$ cat src/core/boot_select_regs.svh
// Overview of operation
// low entry pin requests programming, skips check
// sample entry pin up to 3 ms
// watchdog flag set goes straight to check
// entry pin high searches for user code
// valid code runs, else read select pin
// select pin high enumerates as mass storage
// select pin low starts uart programming
// disable word stops entry pin sampling
// later loaders need both pins low
// loader 7.1 needs entry pin only
// sector erase 100 ms, block 1 ms
// lowest sram range is never touched
// sram not kept through power down
// code valid when eight vectors sum zero
// straps sampled once, held until decided
`ifndef BOOT_SELECT_REGS_SVH
`define BOOT_SELECT_REGS_SVH

// ****************************************************************
// register offsets
// ****************************************************************
`define CTRL_OFS 8'h00
`define STAT_OFS 8'h04
`define VER_OFS 8'h08

// ****************************************************************
// field positions
// ****************************************************************
`define CTRL_ERASE_BIT 0
`define CTRL_PROG_BIT 1
`define STAT_DONE_BIT 0
`define STAT_USER_BIT 1
`define STAT_USB_BIT 2
`define STAT_UART_BIT 3
`define STAT_ENTRY_BIT 4
`define STAT_SELECT_BIT 5
`define STAT_WDT_BIT 6
`define STAT_PINDIS_BIT 7
`define STAT_VALID_BIT 8
`define STAT_BUSY_BIT 9

// ****************************************************************
// flash locations and loader values
// ****************************************************************
`define DISABLE_WORD_ADDR 32'h0000_02FC
`define VECTOR_BASE_ADDR 32'h0000_0000
`define VECTOR_WORDS 4'h8
`define VER_UART_ONLY 8'h71
`define VER_RESET 8'h74
`define SRAM_KEEP_LO 32'h1000_0000
`define SRAM_KEEP_HI 32'h1000_0050

// ****************************************************************
// timing
// ****************************************************************
`define CLK_KHZ 10000
`define SETTLE_TIME_US 3000
`define ERASE_TIME_US 100000
`define PROG_TIME_US 1000
`define SETTLE_CYC (`SETTLE_TIME_US * `CLK_KHZ / 1000)
`define ERASE_CYC (`ERASE_TIME_US * `CLK_KHZ / 1000)
`define PROG_CYC (`PROG_TIME_US * `CLK_KHZ / 1000)

`endif

$ cat src/core/boot_select_pkg.sv
package boot_select_pkg;
  // boot sequencer states
  typedef enum logic [2:0] {
    ST_DISRD = 3'h0,
    ST_SETTLE = 3'h1,
    ST_SAMPLE = 3'h2,
    ST_SUM = 3'h3,
    ST_PICK = 3'h4,
    ST_DONE = 3'h5
  } boot_state_type;
  // flash timed operations
  typedef enum logic [1:0] {
    OP_IDLE = 2'h0,
    OP_ERASE = 2'h1,
    OP_PROG = 2'h2
  } flash_op_type;
endpackage

$ cat src/core/boot_mode_select.sv
// The implementer's own choices: the placing of the registers and the AHB-Lite slave port.
`timescale 1ns/1ns
`include "boot_select_regs.svh"
// boot decision logic with flash op timer, ahb-lite register slave
module boot_mode_select #(
  parameter int SETTLE_CYC = `SETTLE_CYC,
  parameter int ERASE_CYC = `ERASE_CYC,
  parameter int PROG_CYC = `PROG_CYC,
  parameter logic [31:0] DISABLE_CODE = 32'h4E4F_5049,
  parameter logic [7:0] BOOT_VER = `VER_RESET
) (
  input wire logic hclk,
  input wire logic hresetn,
  input wire logic ce,
  // ahb-lite slave
  input wire logic hsel,
  input wire logic [31:0] haddr,
  input wire logic [1:0] htrans,
  input wire logic hwrite,
  input wire logic [2:0] hsize,
  input wire logic [31:0] hwdata,
  input wire logic hready,
  output logic [31:0] hrdata,
  output logic hreadyout,
  output logic hresp,
  // straps and boot inputs
  input wire logic prog_entry_pin,
  input wire logic iface_select_pin,
  input wire logic wdt_ovf_flag,
  input wire logic power_down,
  // flash read port
  output logic flash_rd_req,
  output logic [31:0] flash_rd_addr,
  input wire logic [31:0] flash_rd_data,
  input wire logic flash_rd_ack,
  // boot results
  output logic boot_done,
  output logic boot_user,
  output logic boot_usb,
  output logic boot_uart,
  output logic uart_rx_pin_en,
  output logic uart_tx_pin_en,
  output logic flash_busy,
  output logic sram_retain
);
  import boot_select_pkg::*;

  // ****************************************************************
  // declarations
  // ****************************************************************
  boot_state_type state_reg; // sequencer state
  logic [21:0] cnt_reg; // settle counter
  logic entry_reg; // sampled entry strap
  logic select_reg; // sampled select strap
  logic wdt_reg; // sampled watchdog flag
  logic pin_dis_reg; // disable word found
  logic checked_reg; // vector check was run
  logic [3:0] word_reg; // vector word index
  logic rd_req_reg; // flash read pending
  logic [31:0] rd_addr_reg; // flash read address
  logic user_reg; // run user code
  logic usb_reg; // mass storage boot
  logic uart_reg; // uart programming boot
  logic sum_clr; // clear accumulator
  logic sum_add; // add a vector word
  logic [31:0] sum_val; // running sum
  logic sum_zero; // sum equals zero
  logic uart_only; // loader ignores select pin
  flash_op_type op_reg; // running flash op
  logic [21:0] op_cnt_reg; // flash op counter
  logic [21:0] op_len; // length of running op
  logic acc_ph; // address phase accepted
  logic wr_pend_reg; // write data phase pending
  logic [7:0] wr_ofs_reg; // write offset
  logic [31:0] rdata_reg; // read data register
  logic [31:0] stat_word; // status view

  // ****************************************************************
  // boot sequencer
  // ****************************************************************
  // the loader with minor 1 only has uart booting
  assign uart_only = (BOOT_VER == `VER_UART_ONLY);

  // sequencer: disable word, settle, sample, check, pick
  always_ff @(posedge hclk or negedge hresetn) begin
    if (!hresetn) begin
      state_reg <= ST_DISRD;
    end else if (ce) begin
      unique case (state_reg)
        // wait for the disable word
        ST_DISRD: begin
          if (flash_rd_ack) begin
            state_reg <= ST_SETTLE;
          end
        end
        // wait out the settle time
        ST_SETTLE: begin
          if (cnt_reg == 22'(SETTLE_CYC - 1)) begin
            state_reg <= ST_SAMPLE;
          end
        end
        // choose between check and direct programming
        ST_SAMPLE: begin
          if (wdt_reg) begin
            state_reg <= ST_SUM;
          end else if (!entry_reg && !pin_dis_reg) begin
            state_reg <= ST_PICK;
          end else begin
            state_reg <= ST_SUM;
          end
        end
        // read the vector words
        ST_SUM: begin
          if (flash_rd_ack && word_reg == `VECTOR_WORDS - 4'h1) begin
            state_reg <= ST_PICK;
          end
        end
        ST_PICK: begin
          state_reg <= ST_DONE;
        end
        // hold until the next reset
        ST_DONE: begin
          state_reg <= ST_DONE;
        end
        default: begin
          state_reg <= ST_DISRD;
        end
      endcase
    end
  end

  // settle counter, runs in the settle state only
  always_ff @(posedge hclk or negedge hresetn) begin
    if (!hresetn) begin
      cnt_reg <= '0;
    end else if (ce && state_reg == ST_SETTLE) begin
      cnt_reg <= cnt_reg + 22'h1;
    end
  end

  // disable word compare
  always_ff @(posedge hclk or negedge hresetn) begin
    if (!hresetn) begin
      pin_dis_reg <= 1'b0;
    end else if (ce && state_reg == ST_DISRD && flash_rd_ack) begin
      pin_dis_reg <= (flash_rd_data == DISABLE_CODE);
    end
  end

  // straps taken once at the end of settling, then held
  always_ff @(posedge hclk or negedge hresetn) begin
    if (!hresetn) begin
      entry_reg <= 1'b1;
      select_reg <= 1'b0;
      wdt_reg <= 1'b0;
    end else if (ce && state_reg == ST_SETTLE &&
                 cnt_reg == 22'(SETTLE_CYC - 1)) begin
      entry_reg <= prog_entry_pin;
      select_reg <= iface_select_pin;
      wdt_reg <= wdt_ovf_flag;
    end
  end

  // flash read requests: disable word first, then vectors
  always_ff @(posedge hclk or negedge hresetn) begin
    if (!hresetn) begin
      rd_req_reg <= 1'b1;
      rd_addr_reg <= `DISABLE_WORD_ADDR;
      word_reg <= 4'h0;
    end else if (ce) begin
      if (flash_rd_ack) begin
        // each ack ends one read
        rd_req_reg <= state_reg == ST_SUM &&
                      word_reg != `VECTOR_WORDS - 4'h1;
        rd_addr_reg <= `VECTOR_BASE_ADDR + {26'h0, word_reg + 4'h1, 2'h0};
        word_reg <= (state_reg == ST_SUM) ? word_reg + 4'h1 : 4'h0;
      end else if (state_reg == ST_SAMPLE &&
                   (wdt_reg || entry_reg || pin_dis_reg)) begin
        // start the vector scan
        rd_req_reg <= 1'b1;
        rd_addr_reg <= `VECTOR_BASE_ADDR;
        word_reg <= 4'h0;
      end
    end
  end

  // mark whether the vector check was run
  always_ff @(posedge hclk or negedge hresetn) begin
    if (!hresetn) begin
      checked_reg <= 1'b0;
    end else if (ce && state_reg == ST_SUM && flash_rd_ack &&
                 word_reg == `VECTOR_WORDS - 4'h1) begin
      checked_reg <= 1'b1;
    end
  end

  assign sum_clr = (state_reg == ST_SAMPLE);
  assign sum_add = (state_reg == ST_SUM) && flash_rd_ack;

  // vector sum over the eight words
  check_sum_acc #(.WIDTH(32)) u_sum (
    .clk(hclk),
    .rst_n(hresetn),
    .ce(ce),
    .clr(sum_clr),
    .add(sum_add),
    .data(flash_rd_data),
    .sum(sum_val),
    .zero(sum_zero)
  );

  // boot target, decided once
  always_ff @(posedge hclk or negedge hresetn) begin
    if (!hresetn) begin
      user_reg <= 1'b0;
      usb_reg <= 1'b0;
      uart_reg <= 1'b0;
    end else if (ce && state_reg == ST_PICK) begin
      if (checked_reg && sum_zero) begin
        user_reg <= 1'b1;
      end else if (select_reg && !uart_only) begin
        usb_reg <= 1'b1;
      end else begin
        uart_reg <= 1'b1;
      end
    end
  end

  // ****************************************************************
  // flash op timer
  // ****************************************************************
  assign op_len = (op_reg == OP_ERASE) ? 22'(ERASE_CYC) : 22'(PROG_CYC);

  // erase or block program runs for its nominal time
  always_ff @(posedge hclk or negedge hresetn) begin
    if (!hresetn) begin
      op_reg <= OP_IDLE;
      op_cnt_reg <= '0;
    end else if (ce) begin
      if (op_reg != OP_IDLE) begin
        if (op_cnt_reg == op_len - 22'h1) begin
          op_reg <= OP_IDLE;
          op_cnt_reg <= '0;
        end else begin
          op_cnt_reg <= op_cnt_reg + 22'h1;
        end
      end else if (wr_pend_reg && wr_ofs_reg == `CTRL_OFS && boot_done) begin
        // erase wins when both are written
        if (hwdata[`CTRL_ERASE_BIT]) begin
          op_reg <= OP_ERASE;
        end else if (hwdata[`CTRL_PROG_BIT]) begin
          op_reg <= OP_PROG;
        end
      end
    end
  end

  // ****************************************************************
  // ahb-lite slave
  // ****************************************************************
  assign acc_ph = hsel && htrans[1] && hready;

  // address phase capture for writes
  always_ff @(posedge hclk or negedge hresetn) begin
    if (!hresetn) begin
      wr_pend_reg <= 1'b0;
      wr_ofs_reg <= 8'h00;
    end else if (ce) begin
      wr_pend_reg <= acc_ph && hwrite;
      wr_ofs_reg <= haddr[7:0];
    end
  end

  // status view of the sequencer
  always_comb begin
    stat_word = 32'h0000_0000;
    stat_word[`STAT_DONE_BIT] = boot_done;
    stat_word[`STAT_USER_BIT] = user_reg;
    stat_word[`STAT_USB_BIT] = usb_reg;
    stat_word[`STAT_UART_BIT] = uart_reg;
    stat_word[`STAT_ENTRY_BIT] = entry_reg;
    stat_word[`STAT_SELECT_BIT] = select_reg;
    stat_word[`STAT_WDT_BIT] = wdt_reg;
    stat_word[`STAT_PINDIS_BIT] = pin_dis_reg;
    stat_word[`STAT_VALID_BIT] = checked_reg && sum_zero;
    stat_word[`STAT_BUSY_BIT] = flash_busy;
  end

  // read data loaded at address phase, shown in data phase
  always_ff @(posedge hclk or negedge hresetn) begin
    if (!hresetn) begin
      rdata_reg <= 32'h0000_0000;
    end else if (ce && acc_ph && !hwrite) begin
      // unmapped offsets read zero
      unique case (haddr[7:0])
        `STAT_OFS: rdata_reg <= stat_word;
        `VER_OFS: rdata_reg <= {24'h000000, BOOT_VER};
        default: rdata_reg <= 32'h0000_0000;
      endcase
    end
  end

  assign hrdata = rdata_reg;
  assign hreadyout = 1'b1;
  assign hresp = 1'b0;

  // ****************************************************************
  // outputs
  // ****************************************************************
  assign boot_done = (state_reg == ST_DONE);
  assign boot_user = user_reg;
  assign boot_usb = usb_reg;
  assign boot_uart = uart_reg;
  assign uart_rx_pin_en = uart_reg;
  assign uart_tx_pin_en = uart_reg;
  assign flash_busy = (op_reg != OP_IDLE);
  assign flash_rd_req = rd_req_reg;
  // reads stay in flash, the low sram range is never addressed
  assign flash_rd_addr = rd_addr_reg;
  // sram contents lost once power goes down
  assign sram_retain = !power_down;

  // ****************************************************************
  // checks
  // ****************************************************************
  a_entry_skip: assert property (@(posedge hclk) disable iff (!hresetn)
    boot_done && !wdt_reg && !entry_reg && !pin_dis_reg |-> !checked_reg)
    else $error("check ran despite programming request");

  a_settle_sample: assert property (@(posedge hclk)
    disable iff (!hresetn)
    ce && state_reg == ST_SAMPLE |-> $past(cnt_reg) == 22'(SETTLE_CYC - 1))
    else $error("straps sampled before settling ended");

  a_wdt_check: assert property (@(posedge hclk) disable iff (!hresetn)
    boot_done && wdt_reg |-> checked_reg)
    else $error("watchdog boot skipped the check");

  a_high_search: assert property (@(posedge hclk) disable iff (!hresetn)
    boot_done && entry_reg |-> checked_reg)
    else $error("no search with entry pin high");

  a_valid_user: assert property (@(posedge hclk) disable iff (!hresetn)
    ce && state_reg == ST_PICK && checked_reg && sum_zero
    |=> boot_user && !boot_usb && !boot_uart)
    else $error("valid code did not run");

  a_select_usb: assert property (@(posedge hclk) disable iff (!hresetn)
    boot_done && !boot_user && select_reg && !uart_only |-> boot_usb)
    else $error("select high did not pick usb");

  a_select_uart: assert property (@(posedge hclk) disable iff (!hresetn)
    boot_done && !boot_user && (!select_reg || uart_only)
    |-> boot_uart && uart_rx_pin_en && uart_tx_pin_en)
    else $error("uart boot not set up");

  a_pin_disable: assert property (@(posedge hclk) disable iff (!hresetn)
    boot_done && pin_dis_reg |-> checked_reg)
    else $error("disabled entry pin was honoured");

  a_op_length: assert property (@(posedge hclk) disable iff (!hresetn)
    ce && flash_busy && op_cnt_reg == op_len - 22'h1 |=> !flash_busy)
    else $error("flash op did not end on time");

  a_strap_hold: assert property (@(posedge hclk) disable iff (!hresetn)
    state_reg inside {ST_SUM, ST_PICK, ST_DONE}
    |=> $stable(entry_reg) && $stable(select_reg))
    else $error("strap value changed after sampling");
endmodule // boot_mode_select

$ cat src/core/check_sum_acc.sv
`timescale 1ns/1ns
// running word sum used for the vector check
module check_sum_acc #(
  parameter int WIDTH = 32
) (
  input wire logic clk,
  input wire logic rst_n,
  input wire logic ce,
  input wire logic clr,
  input wire logic add,
  input wire logic [WIDTH-1:0] data,
  output logic [WIDTH-1:0] sum,
  output logic zero
);
  // ****************************************************************
  // accumulator
  // ****************************************************************
  // clear wins over add, sum wraps modulo two to the width
  always_ff @(posedge clk or negedge rst_n) begin
    if (!rst_n) begin
      sum <= '0;
    end else if (ce) begin
      if (clr) begin
        sum <= '0;
      end else if (add) begin
        sum <= sum + data;
      end
    end
  end

  assign zero = (sum == '0);

  a_sum_add: assert property (@(posedge clk) disable iff (!rst_n)
    ce && add && !clr |=> sum == $past(sum) + $past(data))
    else $error("sum did not add the word");
endmodule // check_sum_acc

$ cat config.mk
export PLATFORM = sky130hd
export DESIGN_NAME = boot_mode_select
export DESIGN_NICKNAME = d
export VERILOG_FILES = /design/src/core/boot_select_pkg.sv /design/src/core/boot_mode_select.sv /design/src/core/check_sum_acc.sv
export VERILOG_INCLUDE_DIRS = /design/src /design/src/core
export SDC_FILE = /design/constraint.sdc
export NUM_CORES = 1
export LEC_CHECK = 0
export BUFFER_PORTS_ARGS = -buffer_cell sky130_fd_sc_hd__buf_2
export CAP_MARGIN = 25
export CORE_UTILIZATION = 45
export DETAILED_ROUTE_END_ITERATION = 8
export PLACE_DENSITY = 0.7
export SKIP_LAST_GASP = 1
export SYNTH_ARGS = -nofsm -noshare
export SYNTH_HDL_FRONTEND = slang
export SYNTH_SLANG_ARGS = --single-unit
export TNS_END_PERCENT = 1
$ cat constraint.sdc
create_clock -name hclk -period 3.75 [get_ports hclk]
set_input_delay 0.1875 -clock hclk [delete_from_list [all_inputs] [get_ports hclk]]
set_output_delay 0.1875 -clock hclk [all_outputs]
set_load 0.03 [all_outputs]
## After elaboration in Yosys (flattened, before gate mapping)

Cells that the tools add are included.

| word-level totals | value |
|---|---|
| register bits after elaboration | 167 |
| input port bits | 112 |
| output and inout bits | 75 |

| cells by class | value |
|---|---|
| add/subtract/negate cells | 5 |
| equal/unequal tests | 17 |
| multiplexer cells | 23 |
| bitwise gates (word level) | 2 |
| reduce and logical (&&, ||, !) cells | 44 |

Operators by type and width:

| kind | number |
|---|---|
| $mux W32 | 4 |
| $add A22 B1 Y22 const B | 2 |
| $add A32 B32 Y32 | 1 |
| $eq A32 B31 Y1 const B | 1 |
| $logic_not A32 Y1 | 1 |
| $eq A22 B15 Y1 const B | 1 |
| $eq A22 B22 Y1 | 1 |
| $mux W22 | 1 |
| $logic_and A1 B1 Y1 | 21 |
| $sub A20 B1 Y21 const B | 1 |
| $mux W20 | 1 |
| $pmux W10 S2 | 1 |
| $mux W3 | 5 |
| $pmux W3 S5 | 1 |
| $mux W4 | 3 |
| $mux W2 | 5 |
| $eq A8 B3 Y1 const B | 1 |
| $eq A8 B4 Y1 const B | 1 |
| $logic_not A8 Y1 | 1 |
| $reduce_and A2 Y1 | 4 |
| $reduce_and A4 Y1 | 2 |
| $reduce_bool A2 Y1 | 4 |
| $eq A3 B2 Y1 const B | 2 |
| $eq A3 B3 Y1 const B | 2 |
| 15 further kinds | 24 |

## Longest topological paths before layout

| logic depth | value |
|---|---|
| word-level depth | 6 |
| mapped depth | 11 |
| depth with buffers taken out | 11 |

## Hierarchy

A second synthesis with hierarchy kept.

| second synthesis, totals | value |
|---|---|
| cells, all modules | 755 |
| area total of the unflattened synthesis | 7374.6 um^2 |

Modules (own cells, without submodules):

| module | times used | cells each | area an instance (um^2) |
|---|---|---|---|
| boot_mode_select | 1 | 436 | 4523.1 |
| check_sum_acc | 1 | 319 | 2851.5 |

## Worst setup path before layout

No wires, ideal clock.

| timing path | value |
|---|---|
| path kind | register to register |
| start point | register u_sum.sum[0] |
| end point | register u_sum.sum[30] |
| setup time | 0.136 ns |
| arrival | 2.526 ns |
| data required time | 3.614 ns |
| slack | 1.089 ns |
| cell stages (with the launch flop) | 12 |
| buffers on the path | 0 |
| clock period less this slack | 2.661 ns |
| cells stage by stage | dfrtp_1 -> ha_1 -> fa_1 -> a211oi_1 -> o21ai_0 -> and3_1 -> o21ai_0 -> a41oi_1 -> a211oi_1 -> a21oi_1 -> xnor2_1 -> o21ai_0 |

| on the way | value |
|---|---|
| cells in the longest elaborated chain, start to end | 3 |

Ends and longest elaborated chain:

| element | line | RTL |
|---|---|---|
| start: declaration | check_sum_acc.sv:12 | `output logic [WIDTH-1:0] sum,` |
| start signal: assignment | check_sum_acc.sv:26 | `sum <= sum + data;` |
| $add A32 B32 Y32 | check_sum_acc.sv:26 |  |
| $mux W32 | check_sum_acc.sv:25 | `end else if (add) begin` |
| $mux W32 | check_sum_acc.sv:23 | `if (clr) begin` |

No other way between the ends. The select of a mux whose other input is x is not followed.
A chain may end at the register's enable or synchronous reset.

## Final worst setup path

Same ends and word-level chain as after synthesis.

==> impl_metrics.csv <==
group,metric,value,unit
worst_setup_path,critPathKind,"reg -> reg",
grt,grt.overflow.total,0,
clock_tree,cts_inserted_buffers,17,
final_layout,largest_reg_flops,32,
final_layout,drive_gt1_frac,0.1879,
grt,grt_max_degree,81,
grt,grt_pass1_wl,25700,um
synth,synth.area.top_cells,"dfrtp_1 (39%), ha_1 (5.9%), buf_4 (5.6%)",
worst_setup_path,reg2reg_slack,530,ps
synth,synth_top_family_by_area,"simple AND/OR/NAND/NOR gates",
clock_tree,worstSkewPairLatency,420,ps
worst_setup_path,r2r-start,"u_sum.sum[0]",
floorplan,die_w,128.6,um
place,port_buffers,79,
floorplan,initial_core_util,0.4676,
worst_hold_path,hp-class,"in -> reg",
clock_tree,cts_tree,"built",
worst_setup_path,cp-end-kind,"flip-flop",
final_layout,area_growth,14.83,%
worst_setup_path,reg2reg_depth,11,
floorplan,core,0.01543,mm^2
synth,synth_warnings,0,
clock_tree,cts_resized,0,
sta,setup_viol_count_final,0,
final_layout,final_cells,1068,
route,routed_wl,15780,um
sta,fmax,310.6,MHz
sta,finClkSkew,10.34,ps
power_and_ir_drop,p_per_area,413.1,mW/mm^2
route,vias,5778,
final_layout,layout_common_cells,"dfrtp_1 (111), nand2_1 (84), buf_2 (78)",
sta,rsz0062_at_grt,"false",
worst_setup_path,r2r_end,"u_sum.sum[30]",
route,first_pass_iters,4,
sta,finalCritPeriodShare,0.8585,
synth,seq_area_frac_synth,0.4105,
sta,slew_headroom,0.3246,
route,vias_per_cell,5.410,
synth,yosys.area_share.simple,0.2071,
synth,netlist.area_leader.share,0.3850,
clock_tree,root_buffer,"clkbuf_16",
final_layout,nets,991,
synth,avgSynthCellArea,9.443,um^2
synth,synthAdderAreaFrac,0.06174,
final_layout,mostFrequentLayoutCell,"dfrtp_1",
place,dp_worst_setup_slack,607.8,ps
sta,finalSetupTns,0,ps
worst_setup_path,worstPathMaxFanout,4,
final_layout,fin_util,0.5370,
clock_tree,clock_sinks,118,
sta,worst_pin_slew,1009,ps
final_layout,antenna_cells,0,
route,ant_nets,0,
floorplan,die-area,0.01654,mm^2
run_status,status,"finished, final reports clean",
place,gp_routability_congestion,0.9026,
clock_tree,cts.path.max_buffers,2,
grt,antenna_found_initial,0,
place,dp_hpwl,11450,um
route,drt_iter0_markers,304,
route,wl_per_cell,14.77,um
sta,finalHoldViolCount,0,
worst_setup_path,crit_required,4040,ps
worst_setup_path,cp-start-kind,"flip-flop",
worst_setup_path,arrival,3510,ps
sta,drv_slew,0,
power_and_ir_drop,vdd_drop_max,0.3350,mV
sta,layout_setup_ws,530.6,ps
clock_tree,clk_pin_slew,50,ps
power_and_ir_drop,power_leakage,0.003987,uW
synth,ys_ff_latch,118,
route,drc,0,
synth,netlist_area,0.007214,mm^2
synth,ys_types,69,
synth,yosysTopAreaCell,"dfrtp_1",
clock_tree,cts.htree.levels,4,
synth,syn_inst,764,
sta,post-route-min-period,3219,ps
worst_setup_path,crit_end,"u_sum.sum[30]",
grt,track_usage,0.1987,
synth,synthFlopType,"dfrtp_1",
synth,synth_mux_area_frac,0.02168,
floorplan,die_y,128.6,um
worst_setup_path,startpoint,"u_sum.sum[0]",
grt,grt_pass1_vias,5335,
clock_tree,post_cts_buffers,0,
synth,async_reset_ff_frac,1.000,
floorplan,row_count,45,
synth,synth_compound_area_frac,0.1446,
synth,synth_enable_flop_cells,0,
place,dpl.cell_count,1034,
synth,synth-xor-area-share,0.07648,
floorplan,ios,187,
run,cap_violations,0,
-- worst min path at each step --
stage / startpoint / to / slack, ps / cells past startpoint
final: haddr[0] / wr_ofs_reg[0] / 20 / 2
after global placement: hresetn / op_cnt_reg[6] / 430 / 1
after global routing: prog_entry_pin / entry_reg / 3 / 2
after detailed placement: hresetn / op_cnt_reg[6] / 430 / 1
after CTS: haddr[0] / wr_ofs_reg[0] / 8 / 2
after floorplan: hresetn / boot_uart / -110 / 0
-- area by class of cell --
type	instances	area, um^2
fillers	1403	7143
multi-input cells	602	3875
flip-flops and latches	118	2962
repair buffers	86	485.5
clock buffers	22	484.2
well taps	211	264.0
clock inverters	10	142.6
inverters	19	71.32
-- report_power, final --
part	total, uW	internal [uW]	switching, uW
Combinational	337	122	215
Clock	1710	1120	588
Sequential	1380	1330	52.9
Total	3420	2570	855
-- timing repair --
action,4_1_cts,5_1_grt
setup endpoints to repair,0,0
hold endpoints to repair,45,0
hold buffers,1,0
-- worst max-delay path: stages (launching register included) --
cell      delay, ps
dfrtp_1         400
ha_1            220
fa_1            420
a211oi_1        300
o21ai_0         190
and3_1          210
o21ai_0         250
a41oi_1         280
a211oi_1        430
a21oi_1         160
xnor2_1         150
o21ai_0          80
-- through the flow --
step	total power (uW)	hold slack (ps)	instance area, um^2
2_1_floorplan	1661	-108.1	7391
3_3_place_gp	1724	425.7	7620
3_5_place_dp	1729	429.1	7620
4_1_cts	3440	7.976	8257
5_1_grt	3552	2.751	8284
6_report	3423	20.70	8284
-- synthesized netlist by cell type (all sizes together), types with 15 or more instances --
cell type    n
clkbuf      15
and3        15
xnor2       37
nor2        47
ha          34
nand2       84
inv         19
buf         57
o21ai       57
nand4       16
xor2        26
dfrtp      111
nor4        20
a21oi       33
nand3       28
-- layer usage --
layer  part of all wire  up-vias  global-route usage  routed length (um)
met5                  0        -                   0                   0
met4              0.014        0             0.05744                 223
met3              0.053       17             0.04906                 829
met2               0.46      157              0.3110                7187
met1               0.48     2798              0.2727                7534
li1                   -     2806                   -                   -
-- kinds of logic (layout without fill, tap and decap cells) --
group                    Yosys count  count (layout)
AO/OA/AOI/OAI                    159             159
XOR/XNOR                          63              63
adder cells (fa/ha/maj)           35              35
buffers and inverters             91             137
flip-flops                       118             118
multiplexers                      14              14
other                              2              49
AND/OR/NAND/NOR                  282             282
No activity file was read; power rests on OpenSTA's default activity.
